File: config.mk
export PLATFORM = sky130hd
export DESIGN_NAME = idq_top
export DESIGN_NICKNAME = d
export VERILOG_FILES = /design/src/design/idq_pkg.sv /design/src/design/idq_top.sv
export VERILOG_INCLUDE_DIRS = /design/src /design/src/design
export SDC_FILE = /design/constraint.sdc
export NUM_CORES = 1
export LEC_CHECK = 0
export ABC_AREA = 1
export BUFFER_PORTS_ARGS = -buffer_cell sky130_fd_sc_hd__buf_2
export CORE_MARGIN = 5
export CORE_UTILIZATION = 30
export DETAILED_ROUTE_END_ITERATION = 7
export GPL_TIMING_DRIVEN = 0
export HOLD_SLACK_MARGIN = 0.03
export REMOVE_ABC_BUFFERS = 1
export SLEW_MARGIN = 40
export SYNTH_ARGS = -nofsm -noshare
export SYNTH_HDL_FRONTEND = slang
export SYNTH_SLANG_ARGS = --single-unit
File: constraint.sdc
create_clock -name clk_sys -period 2 [get_ports clk_sys]
set_input_delay 0.2 -clock clk_sys [delete_from_list [all_inputs] [get_ports clk_sys]]
set_output_delay 0.2 -clock clk_sys [all_outputs]
set_load 0.005 [all_outputs]
File: src/design/idq_consts.svh
// Offsets, field positions, reset values and timing counts of the card glue.
// Assumes inclusion by bare name from the top module and the bench.
`ifndef IDQ_CONSTS_SVH
`define IDQ_CONSTS_SVH
// Register indices, byte address is four times the index
`define IDQ_IX_PACER_LO 5'h01
`define IDQ_IX_PACER_HI 5'h02
`define IDQ_IX_TMR_CTL 5'h03
`define IDQ_IX_AD_LO 5'h04
`define IDQ_IX_AD_HI 5'h05
`define IDQ_IX_DI_LO 5'h06
`define IDQ_IX_DI_HI 5'h07
`define IDQ_IX_CLR_IRQ 5'h08
`define IDQ_IX_MUX 5'h0A
`define IDQ_IX_MODE 5'h0B
`define IDQ_IX_SWTRIG 5'h0C
`define IDQ_IX_DO_LO 5'h0D
`define IDQ_IX_DO_HI 5'h0E
`define IDQ_IX_INT_STAT 5'h10
`define IDQ_IX_INT_MASK 5'h11
// Field positions
`define IDQ_AD_READY_BIT 4
`define IDQ_MODE_PACER_BIT 0
`define IDQ_MODE_IEN_BIT 1
`define IDQ_MODE_LVL_LSB 2
`define IDQ_ST_DONE_BIT 0
`define IDQ_ST_MISS_BIT 1
// Reset values and interrupt level limits
`define IDQ_BASE_DEFAULT 6'h22
`define IDQ_LVL_MIN 3'h2
`define IDQ_LVL_MAX 3'h7
`define IDQ_PACER_RST 32'h0000_0002
// Timing
`define IDQ_CLK_NS 40
`define IDQ_CONV_NS 8000
`define IDQ_SYS_MHZ 25
`define IDQ_PACER_MHZ 2
`endif

File: src/design/idq_pkg.sv
// Types shared by the card glue logic.
// Assumes the constants header sits beside it.
package idq_pkg;
	// Converter sequencer states, one bit apart
	typedef enum logic [0:0] {
		CV_IDLE = 1'b0,
		CV_BUSY = 1'b1
	} idq_conv_t;
endpackage

File: src/design/idq_top.sv
// Host-side glue of a data acquisition card: port window decode, pacer,
// converter sequencing, digital ports, interrupt levels and a Wishbone slave.
// Assumes ISA pins, switches, jumper and converter data are asynchronous.
//
// The register addresses and the Wishbone interface to the registers were decided locally.
`timescale 1ns/1ps
`include "idq_consts.svh"
`default_nettype none
// Contract
// - Claim exactly sixteen ports from base
// - Match A9..A4 to switches, OFF is one
// - Delivered base window is 220 to 22F
// - Channels one and two chain 32-bit pacer
// - Pacer counts a 2 MHz reference
// - Conversion starts by software or pacer
// - Interrupt on one software chosen level 2-7
// - Control register enable gates the ISA interrupt levels; the software interrupt uses the mask
// - 16-bit output latch, 16-bit input read
// - 12-bit result, pending held 8 us
// - 16 single-ended or 8 differential channels
// - Pending flag clears when conversion completes
// - A write to 8 with byte lane 0 set clears done, unless a conversion ends in the same cycle
module idq_top import idq_pkg::*; #(
	parameter int CONV_NS = `IDQ_CONV_NS // Conversion time in ns
) (
	input wire logic clk_sys, // System clock, 25 MHz
	input wire logic reset, // Synchronous reset, high
	input wire logic wb_cyc_i, // Bus cycle
	input wire logic wb_stb_i, // Strobe
	input wire logic wb_we_i, // Write
	input wire logic [6:0] wb_adr_i, // Byte address
	input wire logic [3:0] wb_sel_i, // Byte lanes
	input wire logic [31:0] wb_dat_i, // Write data
	output logic [31:0] wb_dat_o, // Read data
	output logic wb_ack_o, // Acknowledge
	output logic irq_o, // Level interrupt to software
	input wire logic [9:0] isa_addr, // ISA address pins
	input wire logic isa_aen, // Address enable, high in DMA
	input wire logic isa_ior_n, // I/O read strobe
	input wire logic isa_iow_n, // I/O write strobe
	input wire logic [5:0] base_address_switch, // High means OFF
	input wire logic input_config_jumper, // High selects differential
	output logic isa_sel_q, // Card claims the current cycle
	output logic [3:0] isa_port_q, // Port offset inside window
	output logic [7:2] isa_irq_q, // ISA interrupt request lines
	input wire logic [15:0] di_pins, // Digital input pins
	output logic [15:0] do_port_q, // Digital output latch
	input wire logic [11:0] adc_data, // Converter result pins
	output logic adc_start_q, // Start pulse to converter
	output logic [3:0] adc_chan_q // Analog channel select
);
	localparam int CONV_CYC = (CONV_NS + `IDQ_CLK_NS - 1) / `IDQ_CLK_NS; // Round up

	// ****************************************
	// Input synchronisers
	// ****************************************
	logic [35:0] sy1_q, sy2_q; // Two flops on every pin
	logic [11:0] ad1_q, ad2_q; // Converter data pins
	always_ff @(posedge clk_sys) begin
		sy1_q <= {di_pins, isa_addr, isa_aen, isa_ior_n, isa_iow_n, base_address_switch,
			input_config_jumper};
		sy2_q <= sy1_q;
		ad1_q <= adc_data;
		ad2_q <= ad1_q;
	end
	logic [15:0] di_s; // Synchronised digital inputs
	logic [9:0] addr_s; // Synchronised address
	logic aen_s, ior_s, iow_s, diff_s; // Synchronised controls
	logic [5:0] sw_s; // Synchronised switches
	assign {di_s, addr_s, aen_s, ior_s, iow_s, sw_s, diff_s} = sy2_q;

	// ****************************************
	// State registers
	// ****************************************
	logic [5:0] base_q, base_d; // Switch base, bits A9..A4
	logic sel_d; // Window hit
	logic [3:0] port_d; // Offset inside window
	logic [4:0] acc_q, acc_d; // Fractional 2 MHz divider
	logic tick_q, tick_d; // 2 MHz enable pulse
	logic [15:0] div_lo_q, div_lo_d, div_hi_q, div_hi_d; // Chained divisor halves
	logic [31:0] cnt_q, cnt_d; // Pacer down counter
	logic run_q, run_d; // Pacer running
	logic pace_q, pace_d; // Pacer trigger pulse
	idq_conv_t cv_q, cv_d; // Converter sequencer
	logic [7:0] cyc_q, cyc_d; // Conversion cycle count
	logic ready_n_q, ready_n_d; // Pending, high while result not valid
	logic [11:0] res_q, res_d; // Conversion result
	logic start_d; // Converter start
	logic [3:0] chan_d; // Channel select
	logic [4:0] mode_q, mode_d; // Pacer source, enable, level
	logic done_q, done_d; // Card done status
	logic [15:0] do_d; // Output latch
	logic [1:0] st_q, st_d, msk_q, msk_d; // Sticky status and mask
	logic [7:2] irql_d; // ISA request lines
	logic irq_d; // Software interrupt
	logic ack_d; // Bus acknowledge
	logic [31:0] rd_d; // Bus read data

	// Bus decode terms
	logic bus_req, bus_wr; // Request in flight, write strobe
	logic [4:0] ix; // Register index
	assign bus_req = wb_cyc_i && wb_stb_i && !wb_ack_o;
	assign bus_wr = bus_req && wb_we_i;
	assign ix = wb_adr_i[6:2];

	// ****************************************
	// Next-state logic
	// ****************************************
	always_comb begin
		logic trig; // Conversion request this cycle
		logic fin; // Conversion ends this cycle
		logic [2:0] lvl; // Selected interrupt level
		trig = 1'b0;
		fin = 1'b0;
		lvl = mode_q[`IDQ_MODE_LVL_LSB +: 3];
		base_d = sw_s;
		sel_d = (addr_s[9:4] == base_q) && !aen_s && (!ior_s || !iow_s);
		port_d = addr_s[3:0];
		acc_d = acc_q + 5'(`IDQ_PACER_MHZ);
		tick_d = 1'b0;
		if (acc_d >= 5'(`IDQ_SYS_MHZ)) begin
			acc_d = acc_d - 5'(`IDQ_SYS_MHZ);
			tick_d = 1'b1;
		end
		div_lo_d = div_lo_q;
		div_hi_d = div_hi_q;
		run_d = run_q;
		cnt_d = cnt_q;
		pace_d = 1'b0;
		if (run_q && tick_q) begin
			if (cnt_q <= 32'h0000_0001) begin
				cnt_d = {div_hi_q, div_lo_q};
				pace_d = 1'b1;
			end else begin
				cnt_d = cnt_q - 32'h0000_0001;
			end
		end
		mode_d = mode_q;
		chan_d = adc_chan_q;
		do_d = do_port_q;
		msk_d = msk_q;
		st_d = st_q;
		done_d = done_q;
		if (bus_wr && wb_sel_i[0]) begin
			unique case (ix)
				`IDQ_IX_PACER_LO: div_lo_d = wb_dat_i[15:0];
				`IDQ_IX_PACER_HI: div_hi_d = wb_dat_i[15:0];
				`IDQ_IX_TMR_CTL: begin
					run_d = wb_dat_i[0];
					cnt_d = {div_hi_q, div_lo_q};
				end
				`IDQ_IX_MUX: chan_d = wb_dat_i[3:0];
				`IDQ_IX_MODE: mode_d = wb_dat_i[4:0];
				`IDQ_IX_SWTRIG: trig = !mode_q[`IDQ_MODE_PACER_BIT];
				`IDQ_IX_CLR_IRQ: done_d = 1'b0;
				`IDQ_IX_DO_LO: do_d[7:0] = wb_dat_i[7:0];
				`IDQ_IX_DO_HI: do_d[15:8] = wb_dat_i[7:0];
				`IDQ_IX_INT_STAT: st_d = st_q & ~wb_dat_i[1:0];
				`IDQ_IX_INT_MASK: msk_d = wb_dat_i[1:0];
				default: ;
			endcase
		end
		if (diff_s) begin
			chan_d[3] = 1'b0;
		end
		if (mode_q[`IDQ_MODE_PACER_BIT] && pace_q) begin
			trig = 1'b1;
		end
		cv_d = cv_q;
		cyc_d = cyc_q;
		ready_n_d = ready_n_q;
		res_d = res_q;
		start_d = 1'b0;
		unique case (cv_q)
			CV_IDLE: begin
				if (trig) begin
					cv_d = CV_BUSY;
					cyc_d = 8'(CONV_CYC - 1);
					ready_n_d = 1'b1;
					start_d = 1'b1;
				end
			end
			CV_BUSY: begin
				if (trig) begin
					st_d[`IDQ_ST_MISS_BIT] = 1'b1;
				end
				if (cyc_q == 8'h00) begin
					cv_d = CV_IDLE;
					fin = 1'b1;
					res_d = ad2_q;
				end else begin
					cyc_d = cyc_q - 8'h01;
				end
			end
		endcase
		if (fin) begin
			ready_n_d = 1'b0;
			done_d = 1'b1;
			st_d[`IDQ_ST_DONE_BIT] = 1'b1;
		end
		irql_d = '0;
		if (done_q && mode_q[`IDQ_MODE_IEN_BIT] && lvl >= `IDQ_LVL_MIN) begin
			irql_d[lvl] = 1'b1;
		end
		irq_d = |(st_q & msk_q);
		ack_d = bus_req;
		rd_d = '0;
		if (bus_req && !wb_we_i) begin
			unique case (ix)
				`IDQ_IX_PACER_LO: rd_d[15:0] = cnt_q[15:0];
				`IDQ_IX_PACER_HI: rd_d[15:0] = cnt_q[31:16];
				`IDQ_IX_AD_LO: rd_d[7:0] = res_q[7:0];
				`IDQ_IX_AD_HI: rd_d[7:0] = {3'b000, ready_n_q, res_q[11:8]};
				`IDQ_IX_DI_LO: rd_d[7:0] = di_s[7:0];
				`IDQ_IX_DI_HI: rd_d[7:0] = di_s[15:8];
				`IDQ_IX_MODE: rd_d[4:0] = mode_q;
				`IDQ_IX_INT_STAT: rd_d[1:0] = st_q;
				`IDQ_IX_INT_MASK: rd_d[1:0] = msk_q;
				default: rd_d = '0;
			endcase
		end
	end

	// ****************************************
	// Registers
	// ****************************************
	always_ff @(posedge clk_sys) begin
		if (reset) begin
			base_q <= `IDQ_BASE_DEFAULT;
			isa_sel_q <= 1'b0;
			isa_port_q <= '0;
			acc_q <= '0;
			tick_q <= 1'b0;
			div_lo_q <= 16'(`IDQ_PACER_RST);
			div_hi_q <= '0;
			cnt_q <= `IDQ_PACER_RST;
			run_q <= 1'b0;
			pace_q <= 1'b0;
			cv_q <= CV_IDLE;
			cyc_q <= '0;
			ready_n_q <= 1'b1;
			res_q <= '0;
			adc_start_q <= 1'b0;
			adc_chan_q <= '0;
			mode_q <= '0;
			done_q <= 1'b0;
			do_port_q <= '0;
			st_q <= '0;
			msk_q <= '0;
			isa_irq_q <= '0;
			irq_o <= 1'b0;
			wb_ack_o <= 1'b0;
			wb_dat_o <= '0;
		end else begin
			base_q <= base_d;
			isa_sel_q <= sel_d;
			isa_port_q <= port_d;
			acc_q <= acc_d;
			tick_q <= tick_d;
			div_lo_q <= div_lo_d;
			div_hi_q <= div_hi_d;
			cnt_q <= cnt_d;
			run_q <= run_d;
			pace_q <= pace_d;
			cv_q <= cv_d;
			cyc_q <= cyc_d;
			ready_n_q <= ready_n_d;
			res_q <= res_d;
			adc_start_q <= start_d;
			adc_chan_q <= chan_d;
			mode_q <= mode_d;
			done_q <= done_d;
			do_port_q <= do_d;
			st_q <= st_d;
			msk_q <= msk_d;
			isa_irq_q <= irql_d;
			irq_o <= irq_d;
			wb_ack_o <= ack_d;
			wb_dat_o <= rd_d;
		end
	end

	// ****************************************
	// Assertions
	// ****************************************
	logic [8:0] bz_q; // Cycles spent pending
	always_ff @(posedge clk_sys) begin
		if (reset) begin
			bz_q <= '0;
		end else if (adc_start_q) begin
			// Start cycle is already the first pending cycle
			bz_q <= 9'h001;
		end else if (ready_n_q && bz_q != 9'h1FF) begin
			bz_q <= bz_q + 9'h001;
		end
	end
endmodule // idq_top
`default_nettype wire

Yosys cells after proc, flatten, opt, wreduce, memory -nomap -nowiden
Cells that the tools add are included.
- RAM bits: 0
- output and inout port bits: 66
- bits in latches: 0
- register bits after elaboration: 272
- bits of input ports: 96
- memories kept: 0
- ROM bits: 0
- logic and storage cells: 146
- bitwise operators: 7
- shift-type cells: 0
- muxes and demuxes: 35
- order comparisons: 5
- divide/modulo/power cells: 0
- add/sub/neg operators: 4
- reductions and logical operators: 43
- equality and inequality tests: 19
- $mul: 0
- operator list (kind ; count):
    two-way mux 32 bit ; 4
    less-or-equal comparator 32 x 1 -> 1 bit (second input constant) ; 1
    one-hot mux 8 bit (2 select lines) ; 2
    subtractor 32 x 1 -> 32 bit (second input constant) ; 1
    == test 5 x 4 -> 1 bit (second input constant) ; 6
    AND reduction 2 bit ; 13
    one-hot mux 3 bit (7 select lines) ; 1
    == test 5 x 3 -> 1 bit (second input constant) ; 4
    two-way mux 1 bit ; 19
    one-hot mux 2 bit (9 select lines) ; 1
    two-way mux 8 bit ; 2
    one-hot mux 3 bit (5 select lines) ; 1
    logical AND 1 bit ; 12
    OR reduction 2 bit ; 6
    == test 5 x 2 -> 1 bit (second input constant) ; 2
    == test 5 bit (second input constant) ; 2
    logical NOT 8 bit ; 1
    nonzero test 2 bit ; 4
    subtractor 8 x 1 -> 8 bit (second input constant) ; 1
    == test 6 bit ; 1
    logical NOT 1 bit ; 6
    adder 5 x 2 -> 5 bit (second input constant) ; 1
    == test 5 x 1 -> 1 bit (second input constant) ; 1
    greater-or-equal comparator 5 bit (second input constant) ; 1
    other kinds (14) ; 20

Depth between registers and ports, before layout
- word-level depth: 9
- mapped depth: 13
- depth with buffers taken out: 11

Worst setup path before layout
OpenSTA, ideal clock, no wires.
- kind: reg2reg
- from: register cnt_q[0]
- to: register cnt_q[22]
- required time: 1.881 ns
- cell stages (with the launch flop): 14
- path buffers: 2
- clock period less this slack: 1.626 ns
- library setup time: 0.119 ns
- slack: 0.374 ns
- arrival time: 1.506 ns
- cell sequence: dfxtp_1 > inv_1 > ha_1 > nand2_2 > nor2_4 > nand2_4 > nand2_4 > buf_12 > buf_12 > nand3_1 > nand2_1 > inv_1 > nand2_1 > a21oi_1
- word-level cells in the longest chain between the ends: 5
- elaborated cells between the ends (all ways): 6
- classes of those cells: add/sub: 1; order compare: 1; mux: 4
- ends and longest elaborated chain (item ; RTL line ; text):
    start: declaration ; idq_top.sv:81 ; logic [31:0] cnt_q, cnt_d;
    start signal: assignment ; idq_top.sv:236 ; cnt_q <= `IDQ_PACER_RST;
    start signal: assignment ; idq_top.sv:262 ; cnt_q <= cnt_d;
    subtractor 32 x 1 -> 32 bit or less-or-equal comparator 32 x 1 -> 1 bit (tied branches) ; idq_top.sv:135, idq_top.sv:131 ;
    two-way mux 32 bit (*) ; idq_top.sv:131 ; if (cnt_q <= 32'h0000_0001) begin
    two-way mux 32 bit (*) ; idq_top.sv:130 ; if (run_q && tick_q) begin
    two-way mux 32 bit ; idq_top.sv:145 ; unique case (ix)
    two-way mux 32 bit (*) ; idq_top.sv:144 ; if (bus_wr && wb_sel_i[0]) begin
Mark *: on every way between the ends. The rest lies on a longest branch, timed or not.
A chain may end at the register's enable or synchronous reset.

Worst setup path after layout
- from: register wb_ack_o
- to: register done_q
- word-level cells in the longest chain between the ends: 6
- ends and longest elaborated chain (item ; RTL line ; text):
    start: declaration ; idq_top.sv:35 ; output logic wb_ack_o,
    start signal: assignment ; idq_top.sv:278 ; wb_ack_o <= ack_d;
    logical NOT 1 bit ; idq_top.sv:102 ; assign bus_req = wb_cyc_i && wb_stb_i && !wb_ack_o;
    logical AND 1 bit ; idq_top.sv:102 ;
    logical AND 1 bit ; idq_top.sv:103 ; assign bus_wr = bus_req && wb_we_i;
    logical AND 1 bit ; idq_top.sv:144 ;
    nonzero test 2 bit (no line) ; n/a ;
    AND reduction 2 bit (no line) ; n/a ;
    end signal: assignment ; idq_top.sv:272 ; done_q <= done_d;
    end: declaration ; idq_top.sv:91 ; logic done_q, done_d;
No other way between the ends.

==> results.sh <==
export IMPL_cp_end_kind="flip-flop"
export IMPL_place_gp_congestion=0.896
export IMPL_antenna_found_initial=1
export IMPL_drv_slew=0
export IMPL_netlist_cell_type_count=45
export IMPL_powerDensity_nw_per_um2=892
export IMPL_drt_initial_drc_count=535
export IMPL_placed_area_um2=11000
export IMPL_grt_ovfl_total=0
export IMPL_io_pins=162
export IMPL_ys_flop_type="dfxtp_1"
export IMPL_syn_area_um2=10100
export IMPL_root_buffer="clkbuf_16"
export IMPL_track_usage=0.150
export IMPL_arrival_ns=2.29
export IMPL_cpPeakStageDelay_ns=0.60
export IMPL_synth_top_area_share=0.507
export IMPL_hold_path_class="in2reg"
export IMPL_synth_largest_area_cell="dfxtp_1"
export IMPL_yosys_top_cells_area="dfxtp_1, nand2_1, a21oi_1, o21ai_0, inv_1"
export IMPL_core_um2=33400
export IMPL_synth_warnings=0
export IMPL_rsz0062_at_grt="no"
export IMPL_routed_wl_um=29100
export IMPL_fp_dieH_um=194
export IMPL_rows=67
export IMPL_synth_edf_count=0
export IMPL_finalCritPeriodShare=0.930
export IMPL_max_cap_violations=0
export IMPL_path_max_fanout=7
export IMPL_dieArea_um2=37500
export IMPL_period_needed_ns=1.86
export IMPL_wire_per_inst_um=14.8
export IMPL_clock_sinks=256
export IMPL_hold_viol_final=0
export IMPL_slowest_stage="dlygate4sd3_1"
export IMPL_tns_ns=0
export IMPL_setup_viol=0
export IMPL_postSynthCellCount=1300
export IMPL_final_seq_area_um2=5120
export IMPL_path_buf_inv=3
export IMPL_initial_core_util=0.303
export IMPL_ir_drop_mv=0.628
export IMPL_cellLeakagePower_nw=5.70
export IMPL_fillCellCount=3456
export IMPL_avgViaCountPerCell=4.61
export IMPL_vias=9052
export IMPL_seq_area_frac_synth=0.507
export IMPL_numCtsBuffers=28
export IMPL_clk_pin_slew_ns=0.06
export IMPL_fmax_ghz=0.538
export IMPL_cts_tree="done"
export IMPL_cts_path_max_buffers=3
export IMPL_dpl_hpwl_um=19500
export IMPL_max_slew_margin_rel=0.529
export IMPL_synthArstFlopShare=0
export IMPL_drc_errors=0
export IMPL_worstSkewPairLatency_ns=0.54
export IMPL_crit_required_ns=2.43
export IMPL_crit_type="reg2reg"
export IMPL_drive_gt1_frac=0.170
export IMPL_status="completed"
export IMPL_area_growth_pct=28.7
export IMPL_cp_cell_sequence="inv_1, nand3_2, nor2_4, inv_4, o41ai_1, dlygate4sd3_1, nand2_1"
export IMPL_syn_mean_instance_area_um2=7.78
export IMPL_io_buffers=124
export IMPL_design_area_um2=13000
export IMPL_ant_nets=0
export IMPL_cpLargestDelayFamily="buffers and inverters"
export IMPL_die_w_um=194
export IMPL_drtPass1Iterations=5
export IMPL_grt_pass1_wl_um=46600
export IMPL_multiInputGateArea_um2=4140
export IMPL_ys_seq_elements=256
export IMPL_htree_levels=1
export IMPL_nNetsFinal=1598
export IMPL_start_kind="flip-flop"
export IMPL_fin_skew_ns=0.0101
export IMPL_first_global_vias=8813
export IMPL_tightest_slew_ns=0.706
export IMPL_grt_start_max_net_pins=73
==> cells by family (layout without fill, tap and decap cells) <==
logic type,after synthesis,in the layout,synth area share
AO/OA/AOI/OAI,273,273,0.142
XOR/XNOR,14,14,0.0121
adder cells (fa/ha/maj),8,8,0.00990
buffers and inverters,225,423,0.100
flip-flops,256,256,0.507
other,1,17,0.000371
AND/OR/NAND/NOR,523,526,0.229
==> metrics by stage <==
stage	worst slack [ns]	total power, mW	cells	hold slack (ns)	utilization
after CTS	0.00346	11.7	1951	0.0426	0.386
after detailed placement	-0.795	5.73	1827	0.304	0.331
after global routing	0.0178	12.0	1965	0.0741	0.390
final	0.140	11.6	1965	0.0720	0.390
after global placement	-2.25	5.72	1824	0.303	0.328
after floorplan	-0.212	5.54	1252	0.228	-
==> registers in the layout, summed over array words and instances (netlist names), 4 cells and up <==
register and count:
cnt_q 32, ad1_q 12, div_hi_q 16, mode_q 5, isa_irq_q 6, adc_chan_q 4, sy1_q 36, acc_q 5
wb_dat_o 16, res_q 12, div_lo_q 16, cyc_q 8, isa_port_q 4, base_q 6, ad2_q 12, sy2_q 36
do_port_q 16
==> layout make-up <==
| cell class | instances | area share |
|---|---|---|
| Tap cell | 448 | 0.0431 |
| Timing Repair Buffer | 209 | 0.114 |
| Clock buffer | 33 | 0.0585 |
| Clock inverter | 19 | 0.0238 |
| Inverter | 162 | 0.0483 |
| Antenna cell | 1 | 0.000192 |
| Sequential cell | 256 | 0.394 |
| Multi-Input combinational cell | 837 | 0.318 |
==> cell usage after synthesis (6+ instances only) <==
library cell,count
inv_1,148
a21oi_1,122
nor2_4,6
o21ai_0,120
nor3_1,13
nand2_2,6
xnor2_1,7
xor2_1,7
nor2_1,138
nor2_2,16
dfxtp_1,256
buf_2,10
nand4_1,13
nand2_1,221
clkbuf_1,26
nand3_1,94
buf_4,18
ha_1,8
inv_2,12
o21ai_1,8
==> worst paths after layout <==
check	start	cells after the start	to	slack (ns)
min	wb_dat_i[1]	3	div_hi_q[1]$_SDFFE_PP0P_	0.07
max reg2reg	wb_ack_o$_SDFF_PP0_	7	done_q$_SDFFE_PP0P_	0.14
max	wb_ack_o$_SDFF_PP0_	7	done_q$_SDFFE_PP0P_	0.14
min reg2reg	sy1_q[17]$_DFF_P_	0	sy2_q[17]$_DFF_P_	0.32
==> placed cells by master, fill, tap and decap left out, types with 3 or more instances in the layout <==
| master | synthesis | layout |
|---|---|---|
| clkbuf_16 | 0 | 29 |
| nand2_2 | 6 | 7 |
| bufinv_16 | 0 | 7 |
| inv_1 | 148 | 147 |
| dlygate4sd3_1 | 0 | 67 |
| clkinvlp_4 | 0 | 4 |
| nand4_1 | 13 | 13 |
| o21ai_1 | 8 | 8 |
| a211oi_1 | 4 | 4 |
| inv_6 | 0 | 5 |
| xnor2_1 | 7 | 7 |
| nor2_2 | 16 | 18 |
| inv_2 | 12 | 10 |
| dfxtp_1 | 256 | 256 |
| a21oi_1 | 122 | 122 |
| nand2_1 | 221 | 218 |
| nor3_1 | 13 | 12 |
| ha_1 | 8 | 7 |
| o2111ai_1 | 4 | 4 |
| nand3b_1 | 5 | 5 |
| o211ai_1 | 4 | 4 |
| buf_4 | 18 | 15 |
| conb_1 | 1 | 16 |
| or2_2 | 3 | 3 |
| nor2_1 | 138 | 136 |
| nand2_4 | 2 | 5 |
| xor2_1 | 7 | 7 |
| nor2_4 | 6 | 6 |
| nand3_1 | 94 | 92 |
| clkinv_4 | 0 | 4 |
| o21ai_0 | 120 | 120 |
| buf_2 | 10 | 123 |
==> power breakdown <==
group | switching (mW) | internal, mW
logic | 0.242 | 0.218
clock network | 2.21 | 3.66
registers | 0.0417 | 5.22
==> metal layers <==
layer / vias up / share of wire / track usage
met1: 4195 / 0.44 / 0.199
met2: 240 / 0.46 / 0.246
met3: 53 / 0.066 / 0.0325
met5: - / 0 / 0
li1: 4564 / - / -
met4: 0 / 0.026 / 0.0462
==> worst register-to-register path, cell delays in order, from the launching register on <==
cell and delay (ns):
dfxtp_1 0.31, inv_1 0.06, nand3_2 0.09, nor2_4 0.29, inv_4 0.11, o41ai_1 0.25, dlygate4sd3_1 0.60, nand2_1 0.05
==> what timing repair did <==
item	CTS	global route
resized for setup	11	8
endpoints found under the setup margin	40	73
pin swaps	4	6
cloned	2	1
hold buffers	67	0
endpoints found under the hold margin	94	0
setup buffers	3	12
Power figures use the tool's default switching activity.
